### src/dri_pkg.sv
// Constants shared by the readback block, its FIFO and its register port.
package dri_pkg;
  localparam int         FIFO_WIDTH      = 8;
  localparam int         FIFO_DEPTH      = 8;
  localparam int         NUM_CHAN        = 4;
  localparam int         CHAN_W          = 12;
  localparam logic [4:0] ADDR_PREFIX     = 5'h13;
  localparam logic [3:0] BITS_PER_BYTE   = 4'h8;
  localparam logic [1:0] BYTES_NO_PD     = 2'h2;
  localparam logic [1:0] BYTES_WITH_PD   = 2'h3;
  localparam logic [5:0] PD_BYTE_FILL    = 6'h3f;
  localparam logic [5:0] LO_BYTE_FILL    = 6'h00;
  localparam logic [7:0] IDLE_TX_BYTE    = 8'hff;
  localparam int         CTRL_SEL_POS    = 1;
  localparam int         CTRL_PD_POS     = 0;
  localparam logic [7:0] CTRL_RESET      = 8'h00;
  localparam logic [CHAN_W-1:0] CHAN_RESET = 12'h000;
  localparam int         PD_MODE_POS     = 10;
  localparam logic [1:0] PD_MODE_1K      = 2'h1;
  localparam logic [1:0] PD_MODE_100K    = 2'h2;
  localparam logic [2:0] REG_CHAN0       = 3'h0;
  localparam logic [2:0] REG_CTRL        = 3'h4;
  localparam logic [2:0] REG_STATUS      = 3'h5;
  typedef enum {
    ST_IDLE, ST_ADDR, ST_ADDR_ACK, ST_CTRL, ST_CTRL_ACK, ST_TX, ST_MACK, ST_IGNORE
  } dri_state_e;
endpackage : dri_pkg

### src/dri_stream_if.sv
// Byte stream between the readback engine and its transmit FIFO.
`timescale 1ns/1ns
interface dri_stream_if;
  logic       inValid;
  logic       inReady;
  logic [7:0] inData;
  logic       outValid;
  logic       outReady;
  logic [7:0] outData;
  logic       flush;
  modport fifo (input inValid, input inData, input outReady, input flush,
                output inReady, output outValid, output outData);
  modport user (output inValid, output inData, output outReady, output flush,
                input inReady, input outValid, input outData);
endinterface : dri_stream_if

### src/dri_fifo.sv
// Synchronous FIFO with valid and ready on both sides and a flush.
`timescale 1ns/1ns
module dri_fifo
  import dri_pkg::*;
#(
  parameter int WIDTH = FIFO_WIDTH,
  parameter int DEPTH = FIFO_DEPTH
) (
  input wire logic clk,
  input wire logic rst,
  dri_stream_if.fifo st
);
  localparam int AW = $clog2(DEPTH);

  logic [WIDTH-1:0] mem [DEPTH];
  logic [AW-1:0]    wrPtr_reg;
  logic [AW-1:0]    rdPtr_reg;
  logic [AW:0]      count_reg;
  logic             push;
  logic             pop;

  // Full and empty come straight from the occupancy count.
  assign st.inReady  = (count_reg != (AW+1)'(DEPTH));
  assign st.outValid = (count_reg != '0);
  assign st.outData  = mem[rdPtr_reg];
  assign push        = st.inValid && st.inReady;
  assign pop         = st.outValid && st.outReady;

  // Storage is written only on an accepted push.
  always_ff @(posedge clk) begin
    if (push) begin
      mem[wrPtr_reg] <= st.inData;
    end
  end

  // Pointers and count; a flush empties the FIFO at once.
  always_ff @(posedge clk) begin
    if (rst || st.flush) begin
      wrPtr_reg <= '0;
      rdPtr_reg <= '0;
      count_reg <= '0;
    end else begin
      if (push) begin
        wrPtr_reg <= (wrPtr_reg == AW'(DEPTH-1)) ? '0 : wrPtr_reg + 1'b1;
      end
      if (pop) begin
        rdPtr_reg <= (rdPtr_reg == AW'(DEPTH-1)) ? '0 : rdPtr_reg + 1'b1;
      end
      count_reg <= count_reg + (AW+1)'(push) - (AW+1)'(pop);
    end
  end
endmodule : dri_fifo

### src/dri_readback.sv
// Two-wire slave transmitter that returns quad converter channel contents.
// What this block does
// - Readback opens with address 10011, two pin bits, R/W low; match is acknowledged.
// - Control byte follows and is acknowledged; select bits 2:1, flag bit 0.
// - Repeated start, same address with R/W high, acknowledged, then device transmits.
// - Returned channel is the one selected by the latest control byte.
// - Flag clear: send exactly high byte then low byte.
// - Flag set: send power-down byte, high byte, low byte.
// - Power-down byte holds the mode bits on top, ones below.
// - High byte holds data 9..2; low byte holds data 1..0 on top.
// - Mode 00 and 11 high impedance, 01 one kilohm, 10 hundred kilohm.
// - Each channel holds twelve bits: two mode bits over ten data bits.
`timescale 1ns/1ns
module dri_readback
  import dri_pkg::*;
(
  input  wire logic        clk,
  input  wire logic        rst,
  input  wire logic        scl,
  input  wire logic        sdaIn,
  output logic             sdaOut,
  output logic             sdaOe,
  input  wire logic        addrPinHi,
  input  wire logic        addrPinLo,
  input  wire logic [2:0]  regAddr,
  input  wire logic [15:0] regWrData,
  input  wire logic        regWrite,
  input  wire logic        regRead,
  output logic      [15:0] regRdData,
  output logic      [3:0]  pdHighZ,
  output logic      [3:0]  pd1k,
  output logic      [3:0]  pd100k
);

  ////////////////////////////////////////////////////////////////////////////
  // Pin synchronisers and bus event detection.

  logic [1:0]        sclSync_reg;
  logic [1:0]        sdaSync_reg;
  logic [1:0]        pinHiSync_reg;
  logic [1:0]        pinLoSync_reg;
  logic              sclPrev_reg;
  logic              sdaPrev_reg;
  logic              sclRise;
  logic              sclFall;
  logic              startCond;
  logic              stopCond;
  logic [6:0]        ownAddr;

  // Every pin passes two flip-flops before anything reads it.
  always_ff @(posedge clk) begin
    if (rst) begin
      sclSync_reg   <= 2'h3;
      sdaSync_reg   <= 2'h3;
      pinHiSync_reg <= 2'h0;
      pinLoSync_reg <= 2'h0;
    end else begin
      sclSync_reg   <= {sclSync_reg[0], scl};
      sdaSync_reg   <= {sdaSync_reg[0], sdaIn};
      pinHiSync_reg <= {pinHiSync_reg[0], addrPinHi};
      pinLoSync_reg <= {pinLoSync_reg[0], addrPinLo};
    end
  end

  // Previous synchronised levels for edge finding.
  always_ff @(posedge clk) begin
    if (rst) begin
      sclPrev_reg <= 1'b1;
      sdaPrev_reg <= 1'b1;
    end else begin
      sclPrev_reg <= sclSync_reg[1];
      sdaPrev_reg <= sdaSync_reg[1];
    end
  end

  // Start and stop are data edges while the clock line is high.
  assign sclRise   = sclSync_reg[1] && !sclPrev_reg;
  assign sclFall   = !sclSync_reg[1] && sclPrev_reg;
  assign startCond = sclSync_reg[1] && sclPrev_reg && !sdaSync_reg[1] && sdaPrev_reg;
  assign stopCond  = sclSync_reg[1] && sclPrev_reg && sdaSync_reg[1] && !sdaPrev_reg;
  assign ownAddr   = {ADDR_PREFIX, pinHiSync_reg[1], pinLoSync_reg[1]};

  ////////////////////////////////////////////////////////////////////////////
  // Channel registers, control byte and register port.

  logic [CHAN_W-1:0] chan_reg [NUM_CHAN];
  logic [7:0]        ctrl_reg;
  logic [7:0]        rxShift_reg;
  logic              ctrlLoad;
  dri_state_e        state_reg;

  // Software loads the twelve-bit channel words over the register port.
  always_ff @(posedge clk) begin
    if (rst) begin
      for (int i = 0; i < NUM_CHAN; i++) begin
        chan_reg[i] <= CHAN_RESET;
      end
    end else if (regWrite && !regAddr[2]) begin
      chan_reg[regAddr[1:0]] <= regWrData[CHAN_W-1:0];
    end
  end

  // The most recent control byte steers which channel is read back.
  always_ff @(posedge clk) begin
    if (rst) begin
      ctrl_reg <= CTRL_RESET;
    end else if (ctrlLoad) begin
      ctrl_reg <= rxShift_reg;
    end
  end

  // Read data stand in the cycle after the strobe; unmapped reads give zero.
  always_ff @(posedge clk) begin
    if (rst) begin
      regRdData <= 16'h0000;
    end else if (regRead) begin
      if (!regAddr[2]) begin
        regRdData <= {4'h0, chan_reg[regAddr[1:0]]};
      end else if (regAddr == REG_CTRL) begin
        regRdData <= {8'h00, ctrl_reg};
      end else if (regAddr == REG_STATUS) begin
        regRdData <= {13'h0000, sdaOe, state_reg != ST_IDLE, state_reg == ST_TX};
      end else begin
        regRdData <= 16'h0000;
      end
    end else begin
      regRdData <= 16'h0000;
    end
  end

  logic [NUM_CHAN-1:0] pdHighZ_next;
  logic [NUM_CHAN-1:0] pd1k_next;
  logic [NUM_CHAN-1:0] pd100k_next;

  // Power-down mode decode per channel, one loop over the channels.
  generate
    for (genvar c = 0; c < NUM_CHAN; c++) begin : g_pd
      assign pd1k_next[c]    = chan_reg[c][PD_MODE_POS +: 2] == PD_MODE_1K;
      assign pd100k_next[c]  = chan_reg[c][PD_MODE_POS +: 2] == PD_MODE_100K;
      assign pdHighZ_next[c] = chan_reg[c][PD_MODE_POS +: 2] != PD_MODE_1K &&
                               chan_reg[c][PD_MODE_POS +: 2] != PD_MODE_100K;
    end
  endgenerate

  // One process registers all decode outputs, so each has a single driver.
  always_ff @(posedge clk) begin
    if (rst) begin
      pdHighZ <= 4'hf;
      pd1k    <= 4'h0;
      pd100k  <= 4'h0;
    end else begin
      pdHighZ <= pdHighZ_next;
      pd1k    <= pd1k_next;
      pd100k  <= pd100k_next;
    end
  end

  ////////////////////////////////////////////////////////////////////////////
  // Readback byte loader feeding the transmit FIFO.

  dri_stream_if txq ();

  dri_fifo #(
    .WIDTH (FIFO_WIDTH),
    .DEPTH (FIFO_DEPTH)
  ) u_txFifo (
    .clk (clk),
    .rst (rst),
    .st  (txq.fifo)
  );

  logic [1:0]        loadLeft_reg;
  logic [1:0]        loadStart;
  logic              loadGo;
  logic [CHAN_W-1:0] selWord;
  logic              addrEnd;
  logic              addrMatch;

  // Channel picked by the select bits of the latest control byte.
  assign selWord = chan_reg[ctrl_reg[CTRL_SEL_POS +: 2]];
  assign loadStart = ctrl_reg[CTRL_PD_POS] ? BYTES_WITH_PD : BYTES_NO_PD;

  // Byte order: power-down byte, then high, then low.
  always_comb begin
    case (loadLeft_reg)
      2'h3:    txq.inData = {selWord[PD_MODE_POS +: 2], PD_BYTE_FILL};
      2'h2:    txq.inData = selWord[9:2];
      2'h1:    txq.inData = {selWord[1:0], LO_BYTE_FILL};
      default: txq.inData = IDLE_TX_BYTE;
    endcase
  end
  assign txq.inValid = loadLeft_reg != 2'h0;
  assign txq.flush   = startCond || stopCond;

  // The loader stalls while the FIFO refuses a byte.
  always_ff @(posedge clk) begin
    if (rst || startCond || stopCond) begin
      loadLeft_reg <= 2'h0;
    end else if (loadGo) begin
      loadLeft_reg <= loadStart;
    end else if (txq.inValid && txq.inReady) begin
      loadLeft_reg <= loadLeft_reg - 2'h1;
    end
  end

  ////////////////////////////////////////////////////////////////////////////
  // Bus protocol engine.

  logic [3:0] bitCnt_reg;
  logic [7:0] txShift_reg;
  logic       rw_reg;
  logic       mAck_reg;

  assign addrEnd   = state_reg == ST_ADDR && sclFall && bitCnt_reg == BITS_PER_BYTE;
  assign addrMatch = rxShift_reg[7:1] == ownAddr;
  assign loadGo    = addrEnd && addrMatch && rxShift_reg[0];
  assign ctrlLoad  = state_reg == ST_CTRL && sclFall && bitCnt_reg == BITS_PER_BYTE;
  assign txq.outReady = sclFall && ((state_reg == ST_ADDR_ACK && rw_reg) ||
                                    (state_reg == ST_MACK && mAck_reg));

  // Bits are sampled on clock rise; the state moves on clock fall.
  always_ff @(posedge clk) begin
    if (rst) begin
      state_reg <= ST_IDLE;
    end else if (startCond) begin
      state_reg <= ST_ADDR;
    end else if (stopCond) begin
      state_reg <= ST_IDLE;
    end else if (sclFall) begin
      case (state_reg)
        ST_ADDR: begin
          if (bitCnt_reg == BITS_PER_BYTE) begin
            state_reg <= addrMatch ? ST_ADDR_ACK : ST_IGNORE;
          end
        end
        ST_ADDR_ACK: state_reg <= rw_reg ? ST_TX : ST_CTRL;
        ST_CTRL: begin
          if (bitCnt_reg == BITS_PER_BYTE) begin
            state_reg <= ST_CTRL_ACK;
          end
        end
        ST_CTRL_ACK: state_reg <= ST_IGNORE;
        ST_TX: begin
          if (bitCnt_reg == BITS_PER_BYTE) begin
            state_reg <= ST_MACK;
          end
        end
        ST_MACK: state_reg <= mAck_reg ? ST_TX : ST_IGNORE;
        default: state_reg <= state_reg;
      endcase
    end
  end

  // Bit counter: counts rises, cleared when a byte phase opens.
  always_ff @(posedge clk) begin
    if (rst || startCond) begin
      bitCnt_reg <= 4'h0;
    end else if (sclFall && (state_reg == ST_ADDR_ACK || state_reg == ST_MACK)) begin
      bitCnt_reg <= 4'h0;
    end else if (sclRise && (state_reg == ST_ADDR || state_reg == ST_CTRL ||
                             state_reg == ST_TX)) begin
      bitCnt_reg <= bitCnt_reg + 4'h1;
    end
  end

  // Receive shifter for the address and control bytes.
  always_ff @(posedge clk) begin
    if (rst) begin
      rxShift_reg <= 8'h00;
    end else if (sclRise && (state_reg == ST_ADDR || state_reg == ST_CTRL)) begin
      rxShift_reg <= {rxShift_reg[6:0], sdaSync_reg[1]};
    end
  end

  // Direction of the transfer, kept from the address byte.
  always_ff @(posedge clk) begin
    if (rst) begin
      rw_reg <= 1'b0;
    end else if (addrEnd) begin
      rw_reg <= rxShift_reg[0];
    end
  end

  // Master acknowledge sampled on the ninth rise of a sent byte.
  always_ff @(posedge clk) begin
    if (rst) begin
      mAck_reg <= 1'b0;
    end else if (sclRise && state_reg == ST_MACK) begin
      mAck_reg <= !sdaSync_reg[1];
    end
  end

  // Transmit shifter: loads from the FIFO, or all ones when it is empty.
  always_ff @(posedge clk) begin
    if (rst) begin
      txShift_reg <= IDLE_TX_BYTE;
    end else if (txq.outReady) begin
      txShift_reg <= txq.outValid ? txq.outData : IDLE_TX_BYTE;
    end else if (sclFall && state_reg == ST_TX && bitCnt_reg != BITS_PER_BYTE) begin
      txShift_reg <= {txShift_reg[6:0], 1'b1};
    end
  end

  // The line is only ever pulled low: for an ack or a zero data bit.
  always_ff @(posedge clk) begin
    if (rst) begin
      sdaOe <= 1'b0;
    end else begin
      sdaOe <= (state_reg == ST_ADDR_ACK || state_reg == ST_CTRL_ACK) ||
               (state_reg == ST_TX && !txShift_reg[7]);
    end
  end
  assign sdaOut = 1'b0;

endmodule : dri_readback

### config.mk
export PLATFORM = sky130hd
export DESIGN_NAME = dri_readback
export DESIGN_NICKNAME = d
export VERILOG_FILES = /design/src/dri_pkg.sv /design/src/dri_stream_if.sv /design/src/dri_fifo.sv /design/src/dri_readback.sv
export SDC_FILE = /design/constraint.sdc
export NUM_CORES = 1
export LEC_CHECK = 0
export ABC_AREA = 1
export ABC_CLOCK_PERIOD_IN_PS = 4000
export BUFFER_PORTS_ARGS = -buffer_cell sky130_fd_sc_hd__buf_2
export CAP_MARGIN = 10
export CORE_UTILIZATION = 35
export DETAILED_ROUTE_END_ITERATION = 6
export PLACE_DENSITY = 0.58
export SKIP_LAST_GASP = 1
export SLEW_MARGIN = 20
export SYNTH_ARGS = -nofsm -noshare
export SYNTH_HDL_FRONTEND = slang
export SYNTH_SLANG_ARGS = --single-unit
export TNS_END_PERCENT = 100
### constraint.sdc
create_clock -name clk -period 4 [get_ports clk]
set_input_delay 0.8 -clock clk [delete_from_list [all_inputs] [get_ports clk]]
set_output_delay 0.8 -clock clk [all_outputs]
set_load 0.05 [all_outputs]
==> results of run 1 <==
[cell type report]
type | count | area [um2]
multi-input combinational | 655 | 3143
tap | 330 | 412.9
clock buffer | 19 | 452.9
timing repair buffer | 57 | 310.3
sequential | 197 | 5065
inverter | 147 | 551.8
fill | 2506 | 15130
clock inverter | 13 | 115.1
[stage by stage]
stage | setup WS (ns) | hold slack (ns)
finish | 1.555 | 0.4060
global route | 1.235 | 0.4263
CTS | 1.546 | 0.4084
detailed placement | 1.210 | 0.3928
global placement | 1.261 | 0.3934
floorplan | 1.542 | 0.3883
[metal layers]
| metal | vias to the layer above | part of all wire (%) | global-route usage, % |
|---|---|---|---|
| met5 | - | 0 | 0 |
| met1 | 3006 | 46 | 19.69 |
| met4 | 0 | 1.9 | 6.389 |
| met2 | 126 | 48 | 26.24 |
| met3 | 22 | 3.5 | 2.681 |
| li1 | 3376 | - | - |
[power breakdown]
| part | leakage, uW | internal [uW] | switching, uW |
|---|---|---|---|
| combinational | 0.00238 | 211 | 622 |
| sequential | 0.00172 | 2470 | 65.4 |
| clock | 0.000280 | 854 | 808 |
[worst max-delay path by stage]
stage / startpoint / endpoint / slack (ns) / depth (start not counted)
global route: state_reg[0] / u_txFifo.count_reg[2] / 1.24 / 12
finish: state_reg[0] / u_txFifo.count_reg[2] / 1.56 / 12
floorplan: regAddr[1] / chan_reg[0][0] / 1.54 / 3
global placement: regAddr[1] / chan_reg[0][5] / 1.26 / 6
detailed placement: regAddr[1] / chan_reg[0][5] / 1.21 / 6
CTS: state_reg[0] / u_txFifo.count_reg[2] / 1.55 / 12
[logic make-up after synthesis]
family / count (synthesis) / share of synthesized area [%]
flops: 197 / 56.42
simple gates: 474 / 21.67
other cells: 1 / 0.04177
compound gates: 150 / 9.463
fa+ha+maj: 25 / 3.568
buf+inv: 190 / 8.739
xor+xnor: 1 / 0.09758
[cell usage in the layout, fill, tap and decap left out, types with 8 or more instances in the layout]
cell       Yosys  layout
a21oi_1       52      52
buf_2          9      47
buf_4          7      10
clkbuf_16      0      17
dfxtp_1       85      85
edfxtp_1     112     112
ha_1          24      24
inv_1        141     141
nand2_1      283     283
nand3_1       49      49
nor2_1       116     116
o21ai_0       57      57
o21ai_1        8       8
o21ai_2        9       9
or2_2          8       8
==> run_results.csv, run 1 <==
group,metric,value,unit
outcome,status,"completed",
sta,slew_headroom,32.51,%
cts,cts_hold_buffers,0,
sta,worst_pin_slew,1.011,ns
worst_setup_path,r2r_slack,1.56,ns
final_layout,stdcell_count,1418,
floorplanning,die_h,162.2,um
floorplanning,pin_count,57,
worst_setup_path,path_delay_family,"adder cells",
drt,dr.pass1.iters,5,
final_layout,stdcell_area,10050,um2
worst_hold_path,holdCritPathClass,"flop to flop",
drt,postRouteAntennaNets,0,
drt,drt-initial-drc-count,441,
cts,htreeDepth,4,
synthesis,synth_edf_count,112,
final_layout,largest_reg_flops,64,
synthesis,synthFlopType,"edfxtp_1",
cts,clk_pin_slew,0.08,ns
synthesis,synth_most_common_cell,"nand2_1",
worst_setup_path,crit_buf_inv,2,
worst_setup_path,r2r.worst_path.cells,12,
drt,vias,6530,
worst_hold_path,whs_path_depth,1,
worst_setup_path,r2r-start,"state_reg[0]",
placed_design,dp_hpwl,13250,um
cts,post_cts_resized,0,
sta,fmax,409.0,MHz
final_layout,nets,1127,
cts,cts_buffers,17,
synthesis,avgSynthCellArea,8.649,um2
final_layout,final_core_util,39.91,%
drt,wirelength,19620,um
cts,cts_tree,"yes",
grt,grt_pass1_vias,6185,
sta,finalHoldViolCount,0,
cts,cts_setup_buffers,0,
power,peakVddDrop,0.0003190,V
synthesis,netlist_area,8977,um2
grt,grt_pass1_wl,31460,um
worst_setup_path,cp_slowest_cell,"dfxtp_1",
placed_design,place.gp.congestion,0.7898,
synthesis,synth_largest_area_cell,"edfxtp_1",
final_layout,area_delta_synth_final,11.96,%
drt,drc,0,
power,power.leakage,0.004381,uW
worst_setup_path,crit_chain,"inv_1 -> nand2_1 -> nor2_1 -> nand2_1 -> a21oi_2 -> nand3_1 -> o21ai_0 -> ha_1 -> inv_1 -> fa_1 -> xor2_1 -> nor2_1",
drt,wl_per_cell,13.83,um
synthesis,yosysWarnings,0,
sta,fin_skew,0.01193,ns
grt,antenna_found_initial,0,
worst_setup_path,path_max_fanout,13,
drt,vias_per_cell,4.605,
synthesis,synthTopCellsByCount,"283 x nand2_1, 141 x inv_1, 116 x nor2_1",
worst_setup_path,regToRegEndpoint,"u_txFifo.count_reg[2]",
final_layout,layout-drive-gt1-share,11.40,%
placed_design,dp.cells,1386,
worst_hold_path,min_to,"sclSync_reg[1]",
synthesis,synthCells,1038,
placed_design,io_buffers,47,
cts,cts_sinks,197,
cts,worst_skew_pair.late_latency,0.43,ns
worst_setup_path,cp_data_required_time,4.31,ns
sta,slew_viol_final,0,
worst_setup_path,slowest_delay,0.45,ns
worst_setup_path,cp-start-kind,"flop",
synthesis,synth_seq_cells,197,
worst_setup_path,criticalPathCategory,"flop to flop",
sta,period_share,61.12,%
job,maxCapViolations,0,
grt,grt_max_degree,35,
sta,setup_tns,0,ns
floorplanning,core-area,25180,um2
sta,rsz0062_at_grt,"false",
worst_setup_path,crit_path_end_kind,"flop",
placed_design,place_area,9483,um2
synthesis,ys_types,39,
power,total_power,5027,uW
power,p_per_area,500.1,nW/um2
floorplanning,num_rows,58,
floorplanning,start_util,35.65,%
sta,setup_viol,0,
worst_hold_path,min_from,"sclSync_reg[0]",
final_layout,diodes,0,
grt,globalRouteOverflowTotal,0,
synthesis,synth_area_leaders,"edfxtp_1 37%, dfxtp_1 19%, nand2_1 12%",
synthesis,synth-seq-area-share,56.42,%
synthesis,synth_top_cell_area_share,37.46,%
worst_setup_path,worst_ep_arrival_time,2.76,ns
sta,fin_crit,2.445,ns
floorplanning,die_area,26290,um2
synthesis,async_flop_share,0,%
cts,root_buffer,"clkbuf_16",
cts,ctsLongestPathBuffers,2,
floorplanning,die_x,162.2,um
grt,groute.usage.overall,15.56,%
No activity file was read; power rests on OpenSTA's default activity.
==> inputs of run 2 (changes only) <==
--- a/config.mk
+++ b/config.mk
@@ -6,12 +6,12 @@
 export NUM_CORES = 1
 export LEC_CHECK = 0
 export ABC_AREA = 1
-export ABC_CLOCK_PERIOD_IN_PS = 4000
+export ABC_CLOCK_PERIOD_IN_PS = 2200
 export BUFFER_PORTS_ARGS = -buffer_cell sky130_fd_sc_hd__buf_2
 export CAP_MARGIN = 10
 export CORE_UTILIZATION = 35
 export DETAILED_ROUTE_END_ITERATION = 6
-export PLACE_DENSITY = 0.58
+export PLACE_DENSITY = 0.6
 export SKIP_LAST_GASP = 1
 export SLEW_MARGIN = 20
 export SYNTH_ARGS = -nofsm -noshare
==> constraint.sdc (replaced) <==
create_clock -name clk -period 2.2 [get_ports clk]
set_input_delay 0.44 -clock clk [delete_from_list [all_inputs] [get_ports clk]]
set_output_delay 0.44 -clock clk [all_outputs]
set_load 0.05 [all_outputs]
==> run_results.csv, run 2 (synthesis gave the netlist of run 1 again) <==
group,metric,value,unit
cts,clk_pin_slew,0.07,ns
grt,grt_pass1_vias,6271,
power,p_comb_share,17.5,%
worst_setup_path,crit_start,"state_reg[0]",
power,p_per_area,901.8,nW/um2
final_layout,area_delta_synth_final,14.94,%
worst_hold_path,holdCritPathClass,"primary input to flop",
floorplanning,die_area,26290,um2
grt,groute.usage.overall,15.70,%
grt,antenna_found_initial,0,
floorplanning,pin_count,57,
final_layout,multi_input_area,3151,um2
final_layout,diodes,0,
drt,drc,0,
worst_setup_path,r2r-start,"state_reg[0]",
outcome,status,"completed",
power,switching_share,29.46,%
sta,setup_tns,0,ns
placed_design,place.gp.congestion,0.8350,
floorplanning,die_x,162.2,um
placed_design,io_buffers,47,
sta,slew_viol_final,0,
drt,wirelength,19600,um
sta,worst_pin_slew,0.5667,ns
floorplanning,core-area,25180,um2
drt,dr.pass1.iters,5,
final_layout,final_core_util,40.98,%
sta,setup_viol,0,
worst_setup_path,crit_path_end_kind,"flop",
drt,drt-initial-drc-count,459,
power,p_int,6564,uW
power,p_sw,2741,uW
drt,vias_per_cell,4.628,
final_layout,final_common_cell,"nand2_1",
sta,fin_crit,2.027,ns
sta,period_share,92.13,%
sta,fin_skew,0.01207,ns
worst_setup_path,cp_data_required_time,2.51,ns
cts,worst_skew_pair.late_latency,0.44,ns
sta,fmax,493.4,MHz
cts,htreeDepth,4,
power,seqPwrFrac,49.4,%
drt,wl_per_cell,13.52,um
cts,cts_tree,"yes",
worst_setup_path,cp-start-kind,"flop",
cts,ctsLongestPathBuffers,2,
floorplanning,num_rows,58,
final_layout,layout-drive-gt1-share,14.37,%
cts,cts_sinks,197,
worst_setup_path,criticalPathCategory,"flop to flop",
cts,root_buffer,"clkbuf_16",
sta,finalHoldViolCount,0,
drt,postRouteAntennaNets,0,
grt,grt_max_degree,33,
final_layout,largest_reg_flops,64,
grt,grt_pass1_wl,31850,um
cts,cts_buffers,17,
worst_setup_path,path_max_fanout,5,
worst_setup_path,worst_ep_arrival_time,2.34,ns
cts,cts_hold_buffers,0,
placed_design,dp_hpwl,13630,um
floorplanning,start_util,35.65,%
sta,layout_setup_ws,0.1731,ns
grt,globalRouteOverflowTotal,0,
final_layout,nets,1159,
power,peakVddDrop,0.0005493,V
power,power.leakage,0.004549,uW
final_layout,stdcell_count,1450,
drt,vias,6710,
floorplanning,die_h,162.2,um
sta,rsz0062_at_grt,"false",
final_layout,fill_cells,2458,
final_layout,area.sequential,5066,um2
placed_design,pre_cts_ws,0.1469,ns
power,clockPowerShare,33.1,%
final_layout,final_cell_mix,"282 x nand2_1, 141 x inv_1, 115 x nor2_1",
job,maxCapViolations,0,
placed_design,dp.cells,1418,
worst_hold_path,min_from,"scl",
worst_setup_path,r2r_slack,0.17,ns
sta,slew_headroom,62.18,%
run 2: cell types whose count changed in the layout (fill, tap and decap cells not counted), sizes merged:
cell,previous run,this run
clkinv,8,9
clkinvlp,1,0
clkbuf,19,17
buf,57,89
bufinv,0,1
inv,151,152
run 2: path summary, 6_finish.rpt:
kind / to / cells past startpoint
max: u_txFifo.count_reg[2] / 12
min: sclSync_reg[0] / 2
max reg2reg: u_txFifo.count_reg[2] / 12
min reg2reg: pinHiSync_reg[1] / 2
run 2: metal layers:
layer | part of all wire, % | vias to the layer above | global-route usage, %
li1 | - | 3451 | -
met1 | 45 | 3080 | 19.47
met2 | 49 | 153 | 26.88
met3 | 3.7 | 26 | 2.681
met4 | 2.3 | 0 | 6.604
met5 | 0 | - | 0
run 2: worst max-delay path: stages (launching register included):
cell and delay, ns:
dfxtp_2 0.35, inv_1 0.06, nand2_1 0.08, nor2_2 0.13, nand2_2 0.08, a21oi_2 0.16, nand3_1 0.10, o21ai_1 0.10
ha_2 0.19, inv_1 0.05, fa_1 0.39, xor2_1 0.15, nor2_1 0.06
run 2: metrics by stage:
stage	instance area, um2	total power (uW)	hold slack [ns]
after floorplan	8992	5728	0.3883
after global placement	9723	6253	0.3943
after detailed placement	9723	6305	0.3940
after CTS	10310	9379	0.1629
after global routing	10320	9775	0.1752
final	10320	9305	0.1824
run 2: power groups by stage:
stage / registers (uW) / logic, uW / clock network [uW]
final: 4600 / 1630 / 3080
after global routing: 4620 / 1860 / 3290
after CTS: 4600 / 1640 / 3140
after detailed placement: 4680 / 1630 / 0
after global placement: 4670 / 1580 / 0
after floorplan: 4730 / 1000 / 0
run 2: final cells by class:
class,instances,share of cell area [%]
multi-input cells,655,30.53
well taps,330,4.001
clock inverters,15,1.564
inverters,147,5.347
repair buffers,89,5.335
clock buffers,17,4.123
flip-flops and latches,197,49.10
run 2: what timing repair did:
| item | in CTS | in global routing |
|---|---|---|
| setup endpoints to repair | 0 | 2 |
| setup buffers | 0 | 0 |
| endpoints found under the hold margin | 0 | 0 |
| resized for setup | 0 | 5 |
